**config.mk**
```make
export PLATFORM = sky130hd
export DESIGN_NAME = radio_framer
export DESIGN_NICKNAME = d
export VERILOG_FILES = /design/src/pkg/framer_pkg.sv /design/src/verilog/radio_framer.sv /design/src/verilog/crc16_byte.sv
export SDC_FILE = /design/constraint.sdc
export NUM_CORES = 1
export LEC_CHECK = 0
export BUFFER_PORTS_ARGS = -buffer_cell sky130_fd_sc_hd__buf_4
export CAP_MARGIN = 20
export CORE_MARGIN = 3
export CORE_UTILIZATION = 64
export DETAILED_ROUTE_END_ITERATION = 16
export PLACE_DENSITY = 0.87
export SETUP_SLACK_MARGIN = 0.02
export SYNTH_ARGS = -nofsm -noshare
export SYNTH_HDL_FRONTEND = slang
export SYNTH_SLANG_ARGS = --single-unit
```
**constraint.sdc**
```tcl
create_clock -name mclk -period 10.4 [get_ports mclk]
set_input_delay 1.56 -clock mclk [delete_from_list [all_inputs] [get_ports mclk]]
set_output_delay 1.56 -clock mclk [all_outputs]
set_load 0.005 [all_outputs]
```
**src/pkg/framer_pkg.sv**
```systemverilog
// Constants, register map and state types for the baseband mode framer.
// Assumes a 250 MHz system clock and 32-bit Avalon-MM register access.
`default_nettype none

package framer_pkg;
	// Register byte offsets
	localparam logic [7:0] REG_CTRL = 8'h00;
	localparam logic [7:0] REG_SEED = 8'h04;
	localparam logic [7:0] REG_TXLEN = 8'h08;
	localparam logic [7:0] REG_CHAN = 8'h0C;
	localparam logic [7:0] REG_PINS = 8'h10;
	localparam logic [7:0] REG_STAT = 8'h14;
	localparam logic [7:0] REG_RXLEN = 8'h18;
	// Control field positions
	localparam int CTL_MODE = 0;
	localparam int CTL_CODE64 = 2;
	localparam int CTL_MARK = 3;
	localparam int CTL_LEN = 4;
	localparam int CTL_CRC = 5;
	localparam int CTL_AACK = 6;
	localparam int CTL_GO = 7;
	localparam int CTL_ZSEED = 8;
	localparam int CTL_RXEN = 9;
	// Pin configuration field positions
	localparam int PIN_IRQ = 0;
	localparam int PIN_SPI3 = 2;
	localparam int PIN_IRQ_OUT = 3;
	localparam int PIN_MISO_OUT = 4;
	localparam int PIN_IRQ_OE = 5;
	localparam int PIN_MISO_OE = 6;
	// Status field positions
	localparam int ST_TXBUSY = 0;
	localparam int ST_RXBUSY = 1;
	localparam int ST_RXDONE = 2;
	localparam int ST_CRCERR = 3;
	localparam int ST_ACK = 4;
	localparam int ST_TXDONE = 5;
	// Reset values
	localparam logic [15:0] SEED_RST = 16'h0000;
	localparam logic [7:0] TXLEN_RST = 8'h00;
	localparam logic [6:0] CHAN_RST = 7'h00;
	// Channel plan
	localparam int CHAN_COUNT = 98;
	localparam int CHAN_SPACING_MHZ = 1;
	// Timing
	localparam int CLK_MHZ = 250;
	localparam int GFSK_RATE_KBPS = 1000;
	localparam int GFSK_BIT_CYCLES = CLK_MHZ * 1000 / GFSK_RATE_KBPS;
	localparam int MARK_SYMBOLS = 2;
	// Codes
	localparam logic [63:0] DATA_CODE = 64'h3C5A_96E1_0F87_B4D2;
	localparam logic [63:0] MARK_CODE = 64'hA6C3_1D5B_E892_47F0;
	localparam logic [15:0] GFSK_MARK = 16'hD391;
	localparam logic [7:0] TAG_BYTE = 8'h00;
	localparam logic [7:0] TAG_DOUBLE = 8'h55;
	localparam logic [15:0] CRC_POLY_REFL = 16'hA001;

	typedef enum logic [1:0] {
		MODE_GFSK = 2'h0,
		MODE_BYTE = 2'h1,
		MODE_DOUBLE = 2'h2,
		MODE_SINGLE = 2'h3
	} mode_t;
	typedef enum logic [1:0] {IRQ_HIGH = 2'h0, IRQ_LOW = 2'h1, IRQ_GPIO = 2'h2} irq_mode_t;
	typedef enum logic [4:0] {
		T_IDLE = 5'h01, T_MARK = 5'h02, T_LEN = 5'h04, T_PAY = 5'h08, T_CRC = 5'h10
	} tx_state_t;
	typedef enum logic [4:0] {
		R_HUNT = 5'h01, R_MARK2 = 5'h02, R_LEN = 5'h04, R_PAY = 5'h08, R_CRC = 5'h10
	} rx_state_t;
endpackage

`default_nettype wire

```
**src/verilog/radio_framer.sv**
```systemverilog
// Baseband mode selection, packet framing, spreading and checksum control.
// Registers over Avalon-MM; symbols and bits face an external modem.
`default_nettype none

module radio_framer
	import framer_pkg::*;
#(
	parameter int BIT_CYCLES = GFSK_BIT_CYCLES,
	parameter int CHANNELS = CHAN_COUNT
)(
	input wire logic mclk,
	input wire logic arst_n,
	input wire logic [7:0] avs_address,
	input wire logic avs_read,
	input wire logic avs_write,
	input wire logic [31:0] avs_writedata,
	output logic [31:0] avs_readdata,
	output logic avs_waitrequest,
	input wire logic [7:0] tx_byte,
	input wire logic tx_byte_valid,
	output logic tx_byte_ready,
	output logic tx_sym_valid,
	input wire logic tx_sym_ready,
	output logic [63:0] tx_chips,
	output logic tx_bit,
	output logic tx_bit_strobe,
	input wire logic rx_sym_valid,
	input wire logic [63:0] rx_chips,
	input wire logic rx_bit_valid,
	input wire logic rx_bit,
	output logic [7:0] rx_byte,
	output logic rx_byte_valid,
	output logic [6:0] channel,
	output logic irq_o,
	output logic irq_oe,
	input wire logic spi_sdo,
	input wire logic spi_sdo_en,
	output logic miso_o,
	output logic miso_oe
);
	if (BIT_CYCLES < 1 || BIT_CYCLES > 256) $error("BIT_CYCLES out of range");
	if (CHANNELS < 1 || CHANNELS > 128) $error("CHANNELS out of range");

	localparam logic [7:0] BIT_RELOAD = 8'(BIT_CYCLES - 1);
	localparam logic [7:0] CHAN_LIMIT = 8'(CHANNELS);

	typedef struct packed {
		logic [1:0] mode;
		logic code64, mark, len, crc, aack, zseed, rxen;
		logic [15:0] seed;
		logic [7:0] txlen;
		logic [6:0] chan;
		logic [1:0] irqm;
		logic spi3, irqg, misog, irqoe, misooe;
		logic rxdone, crcerr, acksent, txdone;
		logic [7:0] rxlen;
		logic [1:0] a_mode;
		logic a_code64, a_mark, a_len, a_crc;
		logic ack;
		logic [31:0] rdata;
		tx_state_t tst;
		logic go_pend, ack_pend, is_ack, mcnt, have, bit_v, strobe;
		logic [3:0] left;
		logic [7:0] sh, bcnt, timer;
		logic [15:0] crc_t;
		logic [63:0] chips;
		rx_state_t rst;
		logic [1:0] r_mode;
		logic [7:0] acc, rcnt, rbyte;
		logic [3:0] nbits;
		logic [15:0] crc_a, crc_z, rcv, rsh;
		logic rcb, rbyte_v;
	} state_t;

	state_t s, n;
	logic [15:0] crc_t_next, crc_a_next, crc_z_next;
	logic [7:0] tx_fetch, rx_b;

	// Bits per symbol for each mode
	function automatic logic [3:0] wid(input logic [1:0] m);
		case (m)
			MODE_BYTE: wid = 4'h8;
			MODE_DOUBLE: wid = 4'h2;
			default: wid = 4'h1;
		endcase
	endfunction

	// Replicates the low bits of a piece across a symbol byte
	function automatic logic [7:0] spread(input logic [1:0] m, input logic [7:0] p);
		case (m)
			MODE_BYTE: spread = p;
			MODE_DOUBLE: spread = {4{p[1:0]}};
			default: spread = {8{p[0]}};
		endcase
	endfunction

	// Chips carry the symbol byte folded onto the code; short codes clear the top half
	function automatic logic [63:0] chipify(input logic [63:0] code, input logic c64,
		input logic [7:0] sym);
		logic [63:0] v;
		v = code ^ {8{sym}};
		chipify = c64 ? v : {32'h0000_0000, v[31:0]};
	endfunction

	crc16_byte tx_crc (.crc_in(s.crc_t), .data(tx_fetch), .crc_out(crc_t_next));
	crc16_byte rx_crc_seed (.crc_in(s.crc_a), .data(rx_b), .crc_out(crc_a_next));
	crc16_byte rx_crc_zero (.crc_in(s.crc_z), .data(rx_b), .crc_out(crc_z_next));

	// The whole next state in one pass; bus clears come first so hardware sets win
	always_comb begin
		logic gf, adv, emit, fetch, got, last, corr, pval, done, ok, bad;
		logic [7:0] b, sym, piece, tag;
		logic [3:0] w;
		logic [63:0] mk;
		n = s;
		n.ack = 1'b0;
		n.strobe = 1'b0;
		n.rbyte_v = 1'b0;
		gf = 1'b0; adv = 1'b0; emit = 1'b0; fetch = 1'b0; got = 1'b0; last = 1'b0;
		corr = 1'b0; pval = 1'b0; done = 1'b0; ok = 1'b0; bad = 1'b0;
		b = 8'h00; sym = 8'h00; piece = 8'h00; tag = 8'h00; w = 4'h1; mk = 64'h0;
		tx_fetch = 8'h00;
		rx_b = 8'h00;
		tx_byte_ready = 1'b0;

		// Bus: read data captured on the first cycle, write applied on the answer cycle
		if ((avs_read || avs_write) && !s.ack) begin
			n.ack = 1'b1;
			n.rdata = 32'h0000_0000;
			case (avs_address)
				REG_CTRL: n.rdata = {22'h00_0000, s.rxen, s.zseed, 1'b0, s.aack, s.crc,
					s.len, s.mark, s.code64, s.mode};
				REG_SEED: n.rdata = {16'h0000, s.seed};
				REG_TXLEN: n.rdata = {24'h00_0000, s.txlen};
				REG_CHAN: n.rdata = {25'h000_0000, s.chan};
				REG_PINS: n.rdata = {25'h000_0000, s.misooe, s.irqoe, s.misog, s.irqg,
					s.spi3, s.irqm};
				REG_STAT: n.rdata = {26'h000_0000, s.txdone, s.acksent, s.crcerr, s.rxdone,
					s.rst != R_HUNT, s.tst != T_IDLE};
				REG_RXLEN: n.rdata = {24'h00_0000, s.rxlen};
				default: n.rdata = 32'h0000_0000;
			endcase
		end
		if (avs_write && s.ack) begin
			case (avs_address)
				REG_CTRL: begin
					n.mode = avs_writedata[CTL_MODE+:2];
					n.code64 = avs_writedata[CTL_CODE64];
					n.mark = avs_writedata[CTL_MARK];
					n.len = avs_writedata[CTL_LEN];
					n.crc = avs_writedata[CTL_CRC];
					n.aack = avs_writedata[CTL_AACK];
					n.zseed = avs_writedata[CTL_ZSEED];
					n.rxen = avs_writedata[CTL_RXEN];
					if (avs_writedata[CTL_GO]) n.go_pend = 1'b1;
				end
				REG_SEED: n.seed = avs_writedata[15:0];
				REG_TXLEN: n.txlen = avs_writedata[7:0];
				REG_CHAN: if (8'(avs_writedata[6:0]) < CHAN_LIMIT) n.chan = avs_writedata[6:0];
				REG_PINS: begin
					n.irqm = avs_writedata[PIN_IRQ+:2];
					n.spi3 = avs_writedata[PIN_SPI3];
					n.irqg = avs_writedata[PIN_IRQ_OUT];
					n.misog = avs_writedata[PIN_MISO_OUT];
					n.irqoe = avs_writedata[PIN_IRQ_OE];
					n.misooe = avs_writedata[PIN_MISO_OE];
				end
				REG_STAT: begin
					if (avs_writedata[ST_RXDONE]) n.rxdone = 1'b0;
					if (avs_writedata[ST_CRCERR]) n.crcerr = 1'b0;
					if (avs_writedata[ST_ACK]) n.acksent = 1'b0;
					if (avs_writedata[ST_TXDONE]) n.txdone = 1'b0;
				end
				default: ;
			endcase
		end

		// Framing options are snapped only while both directions are quiet
		if (s.tst == T_IDLE && s.left == 4'h0 && !s.have && s.rst == R_HUNT) begin
			n.a_mode = s.mode;
			n.a_code64 = s.code64;
			n.a_mark = s.mark && s.mode != MODE_SINGLE;
			n.a_len = s.len && s.mark && s.mode != MODE_SINGLE;
			if (s.mode == MODE_GFSK || s.mode == MODE_BYTE) begin
				n.a_mark = 1'b1;
				n.a_len = 1'b1;
			end
			n.a_crc = s.crc || s.mode == MODE_GFSK;
		end

		// Transmit pacing: GFSK is self-timed, spread modes follow the modem
		gf = s.a_mode == MODE_GFSK;
		w = wid(s.a_mode);
		if (s.tst != T_IDLE || s.left != 4'h0 || s.have) begin
			n.timer = (s.timer == 8'h00) ? BIT_RELOAD : s.timer - 8'h01;
		end else begin
			n.timer = 8'h00; // Idle pacing stays due, else a stopped timer blocks the next start
		end
		adv = gf ? (s.timer == 8'h00) : (!s.have || tx_sym_ready);

		// Packet start; an acknowledge takes priority over a new packet
		if (s.tst == T_IDLE && s.left == 4'h0 && (s.ack_pend || s.go_pend) && adv) begin
			n.is_ack = s.ack_pend;
			if (s.ack_pend) n.ack_pend = 1'b0;
			else n.go_pend = 1'b0;
			n.bcnt = s.ack_pend ? 8'h00 : s.txlen;
			n.crc_t = s.zseed ? 16'h0000 : s.seed;
			n.mcnt = 1'b0;
			n.tst = n.a_mark ? T_MARK : (n.a_len ? T_LEN : T_PAY); // Fresh snapshot
			n.have = 1'b0; // Any pending symbol was taken on this edge
			n.timer = BIT_RELOAD;
		end else if (adv && s.left != 4'h0) begin
			piece = s.sh;
			emit = 1'b1;
			n.sh = s.sh >> w;
			n.left = s.left - 4'h1;
		end else if (adv && s.tst != T_IDLE) begin
			case (s.tst)
				T_MARK: begin
					if (gf) begin
						b = s.mcnt ? GFSK_MARK[15:8] : GFSK_MARK[7:0];
						fetch = 1'b1;
					end else begin
						tag = s.a_mode == MODE_BYTE ? TAG_BYTE : TAG_DOUBLE;
						mk = s.mcnt ? (MARK_CODE ^ {8{tag}}) : MARK_CODE;
						n.chips = s.a_code64 ? mk : {32'h0000_0000, mk[31:0]};
						n.have = 1'b1;
					end
					n.mcnt = !s.mcnt;
					if (s.mcnt) n.tst = s.a_len ? T_LEN : T_PAY;
				end
				T_LEN: begin
					b = s.bcnt;
					fetch = 1'b1;
					last = s.bcnt == 8'h00;
					n.tst = last ? (s.a_crc ? T_CRC : T_IDLE) : T_PAY;
				end
				T_PAY: begin
					if (s.bcnt == 8'h00) begin
						n.tst = s.a_crc ? T_CRC : T_IDLE;
						n.have = 1'b0;
					end else if (tx_byte_valid && !s.is_ack) begin
						tx_byte_ready = 1'b1;
						b = tx_byte;
						tx_fetch = tx_byte;
						n.crc_t = crc_t_next;
						fetch = 1'b1;
						n.bcnt = s.bcnt - 8'h01;
						if (s.bcnt == 8'h01 && s.a_len) n.tst = s.a_crc ? T_CRC : T_IDLE;
					end else begin
						n.have = 1'b0; // Payload source stalls the frame
					end
				end
				T_CRC: begin
					b = s.mcnt ? s.crc_t[15:8] : s.crc_t[7:0];
					fetch = 1'b1;
					n.mcnt = !s.mcnt;
					if (s.mcnt) n.tst = T_IDLE;
				end
				default: n.tst = T_IDLE;
			endcase
			if (fetch) begin
				piece = b;
				emit = 1'b1;
				n.sh = b >> w;
				n.left = 4'(8 / w - 1);
			end
		end else if (adv) begin
			n.have = 1'b0;
		end
		if (emit) begin
			sym = spread(s.a_mode, piece);
			n.chips = chipify(DATA_CODE, s.a_code64, sym);
			n.bit_v = piece[0];
			n.have = 1'b1;
			n.strobe = gf;
		end
		// Completion reported once the last byte is fetched; its pieces may still be in flight
		if (s.tst != T_IDLE && n.tst == T_IDLE) begin
			if (s.is_ack) n.acksent = 1'b1;
			else n.txdone = 1'b1;
		end

		// Receive: despread and correlate, then assemble bytes LSB first
		if (s.rst == R_HUNT) n.r_mode = s.a_mode;
		if (s.a_mode == MODE_GFSK) begin
			if (rx_bit_valid) begin
				if (s.rst == R_HUNT) begin
					n.rsh = {rx_bit, s.rsh[15:1]};
					if (s.rxen && n.rsh == GFSK_MARK) n.rst = R_LEN;
				end else begin
					piece = {7'h00, rx_bit};
					pval = 1'b1;
				end
			end
		end else if (rx_sym_valid) begin
			sym = rx_chips[7:0] ^ DATA_CODE[7:0];
			corr = rx_chips == chipify(DATA_CODE, s.a_code64, sym);
			corr = corr && sym == spread(s.r_mode, sym);
			mk = s.a_code64 ? MARK_CODE : {32'h0000_0000, MARK_CODE[31:0]};
			tag = rx_chips[7:0] ^ MARK_CODE[7:0];
			case (s.rst)
				R_HUNT: begin
					if (s.rxen && s.a_mark && rx_chips == mk) n.rst = R_MARK2;
					else if (s.rxen && !s.a_mark && corr) begin
						n.rst = R_PAY;
						piece = sym;
						pval = 1'b1;
					end
				end
				R_MARK2: begin
					n.rst = s.a_len ? R_LEN : R_PAY;
					if (rx_chips != (mk ^ chipify(64'h0, s.a_code64, tag))) n.rst = R_HUNT;
					else if (tag == TAG_BYTE) n.r_mode = MODE_BYTE;
					else if (tag == TAG_DOUBLE) n.r_mode = MODE_DOUBLE;
					else n.rst = R_HUNT;
				end
				default: begin
					if (corr) begin
						piece = sym;
						pval = 1'b1;
					end else if (s.a_len) begin
						bad = 1'b1;
					end else begin
						done = 1'b1;
						ok = 1'b1;
					end
				end
			endcase
		end
		if (s.rst == R_HUNT) begin
			n.crc_a = s.seed;
			n.crc_z = 16'h0000;
			n.nbits = 4'h0;
			n.rcb = 1'b0;
		end else if (s.rst == R_MARK2 || n.rst == R_HUNT) begin
			n.nbits = 4'h0;
		end
		if (pval) begin
			w = wid(n.r_mode);
			n.acc = (s.acc >> w) | 8'(piece << (4'h8 - w));
			n.nbits = s.nbits + w;
			got = n.nbits == 4'h8;
			if (got) n.nbits = 4'h0;
		end
		if (got) begin
			rx_b = n.acc;
			case (s.rst)
				R_LEN: begin
					n.rcnt = rx_b;
					n.rxlen = rx_b;
					n.rst = rx_b == 8'h00 ? (s.a_crc ? R_CRC : R_HUNT) : R_PAY;
					if (rx_b == 8'h00 && !s.a_crc) begin
						done = 1'b1;
						ok = 1'b1;
					end
				end
				R_PAY: begin
					n.rbyte = rx_b;
					n.rbyte_v = 1'b1;
					n.crc_a = crc_a_next;
					n.crc_z = crc_z_next;
					if (s.a_len) begin
						n.rcnt = s.rcnt - 8'h01;
						if (s.rcnt == 8'h01) n.rst = s.a_crc ? R_CRC : R_HUNT;
						if (s.rcnt == 8'h01 && !s.a_crc) begin
							done = 1'b1;
							ok = 1'b1;
						end
					end
				end
				R_CRC: begin
					n.rcv = {rx_b, s.rcv[15:8]};
					n.rcb = 1'b1;
					if (s.rcb) begin
						done = 1'b1;
						ok = n.rcv == s.crc_a || n.rcv == s.crc_z;
						bad = !ok;
					end
				end
				default: ;
			endcase
		end
		if (done || bad) n.rst = R_HUNT;
		if (done && ok) begin
			n.rxdone = 1'b1;
			if (s.aack) n.ack_pend = 1'b1;
		end
		if (bad) n.crcerr = 1'b1;
	end

	// State register
	always_ff @(posedge mclk or negedge arst_n) begin
		if (!arst_n) begin
			s <= '0;
			s.seed <= SEED_RST;
			s.txlen <= TXLEN_RST;
			s.chan <= CHAN_RST;
			s.tst <= T_IDLE;
			s.rst <= R_HUNT;
		end else begin
			s <= n;
		end
	end

	// Interrupt pin polarity or plain output; in the two polarity modes the level follows the sticky flags
	always_comb begin
		logic evt;
		evt = s.rxdone || s.txdone || s.crcerr || s.acksent;
		case (s.irqm)
			IRQ_HIGH: irq_o = evt;
			IRQ_LOW: irq_o = !evt;
			default: irq_o = s.irqg;
		endcase
		irq_oe = (s.irqm == IRQ_GPIO) ? s.irqoe : 1'b1;
	end

	// Serial output: host data in four-wire mode, general I/O in three-wire mode
	assign miso_o = s.spi3 ? s.misog : spi_sdo;
	assign miso_oe = s.spi3 ? s.misooe : spi_sdo_en;

	assign avs_waitrequest = (avs_read || avs_write) && !s.ack;
	assign avs_readdata = s.rdata;
	assign tx_sym_valid = s.have && s.a_mode != MODE_GFSK;
	assign tx_chips = s.chips;
	assign tx_bit = s.bit_v;
	assign tx_bit_strobe = s.strobe;
	assign rx_byte = s.rbyte;
	assign rx_byte_valid = s.rbyte_v;
	assign channel = s.chan;
endmodule // radio_framer

`default_nettype wire

```
**src/verilog/crc16_byte.sv**
```systemverilog
// One-byte update of the reflected 16-bit packet checksum.
// Purely combinational; the caller holds the running value.
`default_nettype none

module crc16_byte
	import framer_pkg::*;
(
	input wire logic [15:0] crc_in,
	input wire logic [7:0] data,
	output logic [15:0] crc_out
);
	// Bits enter LSB first, as they go over the air
	always_comb begin
		logic [15:0] c;
		c = crc_in ^ {8'h00, data};
		for (int i = 0; i < 8; i++) begin
			c = c[0] ? ((c >> 1) ^ CRC_POLY_REFL) : (c >> 1);
		end
		crc_out = c;
	end
endmodule // crc16_byte

`default_nettype wire

```
-- After elaboration in Yosys (flattened, before gate mapping)
Index checks and enable logic that the tools add are counted.
W data, S select, Z words.
- flip-flop bits (word level): 319
- bits of input ports: 123
- add/sub/neg operators: 7
- divide/modulo/power cells: 1
- order comparisons: 1
- eq/ne operators: 51
- shift operators: 4
- muxes and demuxes: 224
- bitwise logic cells: 35
- reduce and logical (&&, ||, !) cells: 94
- operator list (kind ; count):
    $mux W64 ; 10
    $mux W16 ; 30
    $mux W8 ; 37
    $mux W80 ; 2
    $eq A64 B64 Y1 ; 2
    $pmux W16 S7 ; 1
    $mux W5 ; 21
    $not A2 Y3 ; 24
    $mux W1 ; 70
    $mux W32 ; 2
    $ne A64 B64 Y1 ; 1
    $not A32 Y32 ; 2
    $pmux W8 S2 ; 4
    $xor A64 B64 Y64 ; 1
    $mux W4 ; 13
    $mux W48 ; 1
    $xor A16 B8 Y16 ; 3
    $logic_not A8 Y1 ; 5
    $mux W33 ; 1
    $div A4 B4 Y32 const A ; 1
    $eq A16 B16 Y1 ; 2
    $not A31 Y32 ; 1
    $pmux W8 S4 ; 1
    $reduce_bool A2 Y1 ; 16
    other kinds (53) ; 166

-- Depth between registers and ports, before layout
- word-level depth: 40
- mapped depth: 32

-- Modules after synthesis
A second synthesis with hierarchy kept.
- cell total of the unflattened synthesis: 2173
- area, all modules: 18992.0 um2
- modules (own cells, without submodules) (module ; instances ; cells each ; area an instance (um2) ; sequential area each (um2)):
    radio_framer ; 1 ; 2095 ; 18154.9 ; 6859.1
    crc16_byte ; 3 ; 26 ; 279.0 ; 0.0

-- Worst setup path before layout
OpenSTA, ideal clock, no wires.
- kind: input -> register
- start: input port rx_chips[7]
- end: register s[50] (netlist name)
- library setup time: 0.141 ns
- data arrival time: 7.910 ns
- required time: 10.259 ns
- setup slack: 2.349 ns
- stages: 29
- buffers on the path: 5
- cells stage by stage: buf_2 > buf_2 > buf_1 > nand2_1 > or3_1 > nor3_1 > nand4_1 > or4_1 > nor4_1 > and3_1 > a211oi_1 > or2_2 > inv_1 > ha_1 > clkbuf_1 > inv_1 > fa_1 > xor2_1 > nand3b_1 > nor2b_1 > o21ai_0 > clkbuf_1 > o31a_1 > xnor2_2 > or3b_2 > a2111oi_0 > nor2_1 > nand4_1 > a31oi_1
- RTL lines (element ; line ; RTL):
    start: declaration ; radio_framer.sv:28 ; input wire logic [63:0] rx_chips,
    end signal: assignment ; radio_framer.sv:402 ; s <= n;
    end: declaration ; radio_framer.sv:75 ; state_t s, n;

==> parameters.txt <==
Parameter                              Value

Worst setup path
  Worst setup SP type    input pin
  Worst path top cell family by delay    simple AND/OR/NAND/NOR gates
  WP data arrival    8.91 ns
  Critical path class    in -> reg
  CP max stage cell    sky130_fd_sc_hd__xnor2_1
  Crit path max fanout    17
  Critical path's largest stage delay    0.70 ns
  Data required time of the critical path    10.82 ns
  WP buf/inv    4
  Sort of element at the end of the critical path    flop

Route
  Total via count after detailed routing    17200
  Antenna Nets Post-Route    0
  Detailed-route vias per instance    6.66
  Total length of routed wires    54.8 mm
  Pre-Repair DR Iteration Count    6
  DRC errors left    0
  Starting DRC count in detailed routing    2122
  Detailed-route wire length per cell    21.2 um

STA
  Transition time at the pin with the least slew margin    0.987 ns
  Relative slew slack    0.337
  RSZ-0062 raised after global routing    false
  Top achievable clock speed    0.118 GHz
  Time the worst path needs with I/O delays and setup    8.49 ns
  Total of endpoints with negative setup slack in the final report    0
  Tightest hold margin    0.477 ns
  Final critical-path share of the clock period    0.816
  Final Skew    0.0249 ns
  Number of endpoints with negative hold slack in the final report    0
  Summed negative setup slack over all endpoints    0 ns
  Pins over their slew limit    0

Synthesis
  Share of flip-flops with an asynchronous set or reset after synthesis    1.00
  Number of enable flip-flop cells after synthesis    0
  YS warnings    0
  Most used flip-flop cell after synthesis    sky130_fd_sc_hd__dfrtp_1
  Synth cell count leaders    sky130_fd_sc_hd__dfrtp_1 (272), sky130_fd_sc_hd__nand2_1 (255), sky130_fd_sc_hd__nor2_1 (153)
  Proportion of synthesized chip area in sequential cells    0.367
  Cell type with the largest total area after synthesis    sky130_fd_sc_hd__dfrtp_1
  Yosys reg bits    274
  Mapped cell area    0.0187 sq mm
  Synthesized instance count    2143
  Mean Syn Cell Area    8.72 sq um
  Library cell with the highest instance count after synthesis    sky130_fd_sc_hd__dfrtp_1
  Count of cell types in the netlist    101
  Ranking of synthesized cells by area    sky130_fd_sc_hd__dfrtp_1 (36%), sky130_fd_sc_hd__nand2_1 (5.1%), sky130_fd_sc_hd__mux2_2 (4.6%)
  Fraction of synthesized cell area taken by the top area cell type    0.364

GRT
  Total congestion overflow    0
  Pin count of the biggest net entering global routing    157
  All-Layer GR Usage    0.340
  First-pass GRT wire length    86.9 mm
  Vias in the first global route    16414
  Initial antenna violation count    0

Die
  Core ar.    0.0282 sq mm
  X dimension of the die    177 um
  Number of rows in the core area    61
  Effective utilization at floorplan    0.661
  Overall die area    0.0313 sq mm
  Height of the chip    177 um
  Count of pins on the block boundary    244

CTS
  Number of buffers inserted by post-CTS setup repair    0
  Clock sink total    274
  Clock tree from TritonCTS    done
  Maximum clock path buffer count    3
  Hold Buf Count CTS    0
  Number of gates given a new drive strength after cts    0
  Total CTS buffers    28
  Worst-skew pair later-pin latency    0.57 ns
  Number of H-tree levels    1
  Clock transition at the register clock pins on the worst setup and hold paths after CTS    0.07 ns
  Clock root buffer    sky130_fd_sc_hd__clkbuf_16

Place
  RD Place Congestion    0.982
  Number of buffer cells added on primary ports    211
  HPWL reported at the end of detailed placement    39.2 mm

Hold path
  Worst hold path type    reg -> reg

Outcome
  Status    complete, no violations

Final layout
  Antenna Diode Count    0
  Relative area change from synthesis to final layout    10.5%
  Total Nets Final    2324
  Number of fill cells in the layout    2068
  Fraction of layout instances using a drive strength above 1    0.183

Power and ir drop
  Cell Pwr Density    117 mW/mm^2
  Leakage power summed over all cells    9.33 nW
  Worst IR Drop VDD    0.126 mV
  Post-layout power    0.00241 W

Run
  Max-cap violations    0
## worst reg2reg max path, stage by stage (launching register included)
cell and delay, ns:
sky130_fd_sc_hd__dfrtp_2 0.35, sky130_fd_sc_hd__buf_4 0.47, sky130_fd_sc_hd__nor2b_1 0.65, sky130_fd_sc_hd__xnor2_1 0.21, sky130_fd_sc_hd__nand4_1 0.12, sky130_fd_sc_hd__or4_1 0.42, sky130_fd_sc_hd__nor4_1 0.60, sky130_fd_sc_hd__and3_1 0.28
sky130_fd_sc_hd__a211oi_1 0.05, sky130_fd_sc_hd__or2_2 0.34, sky130_fd_sc_hd__inv_1 0.10, sky130_fd_sc_hd__ha_1 0.37, sky130_fd_sc_hd__inv_1 0.15, sky130_fd_sc_hd__fa_1 0.48, sky130_fd_sc_hd__xor2_1 0.17, sky130_fd_sc_hd__nand3b_1 0.12
sky130_fd_sc_hd__nor2b_1 0.18, sky130_fd_sc_hd__o21ai_1 0.09, sky130_fd_sc_hd__buf_4 0.22, sky130_fd_sc_hd__a31oi_2 0.36, sky130_fd_sc_hd__xnor3_1 0.29, sky130_fd_sc_hd__xnor2_1 0.70, sky130_fd_sc_hd__or3b_1 0.44, sky130_fd_sc_hd__a2111oi_0 0.42
sky130_fd_sc_hd__nor2_1 0.08, sky130_fd_sc_hd__nand4_1 0.11, sky130_fd_sc_hd__a31oi_1 0.05
## layout make-up
| cell class | count | area, sq um | share of cell area |
|---|---|---|---|
| Sequential cell | 274 | 6860 | 0.332 |
| Clock buffer | 37 | 805 | 0.0390 |
| Tap cell | 378 | 473 | 0.0229 |
| Inverter | 47 | 176 | 0.00855 |
| Multi-Input combinational cell | 1598 | 10400 | 0.502 |
| Clock inverter | 15 | 216 | 0.0105 |
| Timing Repair Buffer | 232 | 1760 | 0.0851 |
## metrics by stage
stage                     setup slack, ns  std cells  area [sq um]   util
after floorplan                      2.35       2158         18700      -
after global placement               1.75       2526         19600  0.694
after detailed placement             1.55       2526         19600  0.694
after CTS                            2.10       2578         20600  0.730
after global routing                 1.64       2581         20600  0.731
final                                1.91       2581         20600  0.731
## per-layer routing
metal	global-route usage	part of all wire	vias to the layer above
li1	-	-	7685
met1	0.463	0.40	8231
met2	0.555	0.46	1086
met3	0.0474	0.094	198
met4	0.136	0.045	0
met5	0	0	-
## sequential cells by signal (all words and copies together) (netlist names)
signal and flops:
tx_chips 44, s 196, rx_byte 8, avs_readdata 16, tx_bit_strobe 1, rx_byte_valid 1
channel 7, tx_bit 1
## final timing paths
kind                            cells after the start     endpoint  slack, ns         from
worst min-delay path                                1       s[181]       0.48       s[181]
max in group asynchronous                           2        s[68]       7.97       arst_n
worst max register to register                     26        s[50]       2.45       s[257]
worst min register to register                      1       s[181]       0.48       s[181]
worst max-delay path                               26        s[50]       1.91  rx_chips[3]
min in group asynchronous                           1  tx_chips[0]       1.08       arst_n
## where the power goes
group,total (W),internal (W),switching (W)
Sequential,0.00112,0.00109,0.0000274
Clock,0.00110,0.000649,0.000450
Combinational,0.000189,0.0000840,0.000105
Total,0.00241,0.00183,0.000583
## placed cells by master, fill, tap and decap left out, types with 9 or more instances in the layout
cell and count:
sky130_fd_sc_hd__nand4_1 27, sky130_fd_sc_hd__a21oi_1 99, sky130_fd_sc_hd__nor2_1 153, sky130_fd_sc_hd__mux2_2 77
sky130_fd_sc_hd__xnor2_1 82, sky130_fd_sc_hd__buf_4 228, sky130_fd_sc_hd__nand3b_1 10, sky130_fd_sc_hd__ha_1 19
sky130_fd_sc_hd__nor4_1 33, sky130_fd_sc_hd__and3b_1 9, sky130_fd_sc_hd__clkbuf_16 28, sky130_fd_sc_hd__conb_1 16
sky130_fd_sc_hd__nor3b_1 14, sky130_fd_sc_hd__mux2i_1 14, sky130_fd_sc_hd__o2111ai_1 10, sky130_fd_sc_hd__a22oi_1 33
sky130_fd_sc_hd__o22ai_1 10, sky130_fd_sc_hd__nor3_1 55, sky130_fd_sc_hd__nand2_1 254, sky130_fd_sc_hd__and2_1 20
sky130_fd_sc_hd__or4_1 10, sky130_fd_sc_hd__nor2b_1 26, sky130_fd_sc_hd__a22o_1 23, sky130_fd_sc_hd__a221oi_1 13
sky130_fd_sc_hd__a31oi_1 36, sky130_fd_sc_hd__a211oi_1 16, sky130_fd_sc_hd__o21a_1 10, sky130_fd_sc_hd__o21ai_0 143
sky130_fd_sc_hd__and3_1 33, sky130_fd_sc_hd__nand3_1 68, sky130_fd_sc_hd__o211ai_1 9, sky130_fd_sc_hd__xor2_1 54
sky130_fd_sc_hd__inv_1 45, sky130_fd_sc_hd__a21o_1 21, sky130_fd_sc_hd__dfrtp_1 271, sky130_fd_sc_hd__nand2b_1 21
sky130_fd_sc_hd__or3_1 17
## cells by family (layout without fill, tap and decap cells)
kind of cell,after synthesis,count (layout),share of synthesized area
AO/OA/AOI/OAI,517,517,0.184
adder cells (fa/ha/maj),20,20,0.0138
flip-flops,274,274,0.367
buffers and inverters,286,331,0.0827
AND/OR/NAND/NOR,807,807,0.221
other,1,16,0.000201
XOR/XNOR,145,145,0.0742
multiplexers,93,93,0.0563
Note: power is estimated with default switching activity, not from simulation.
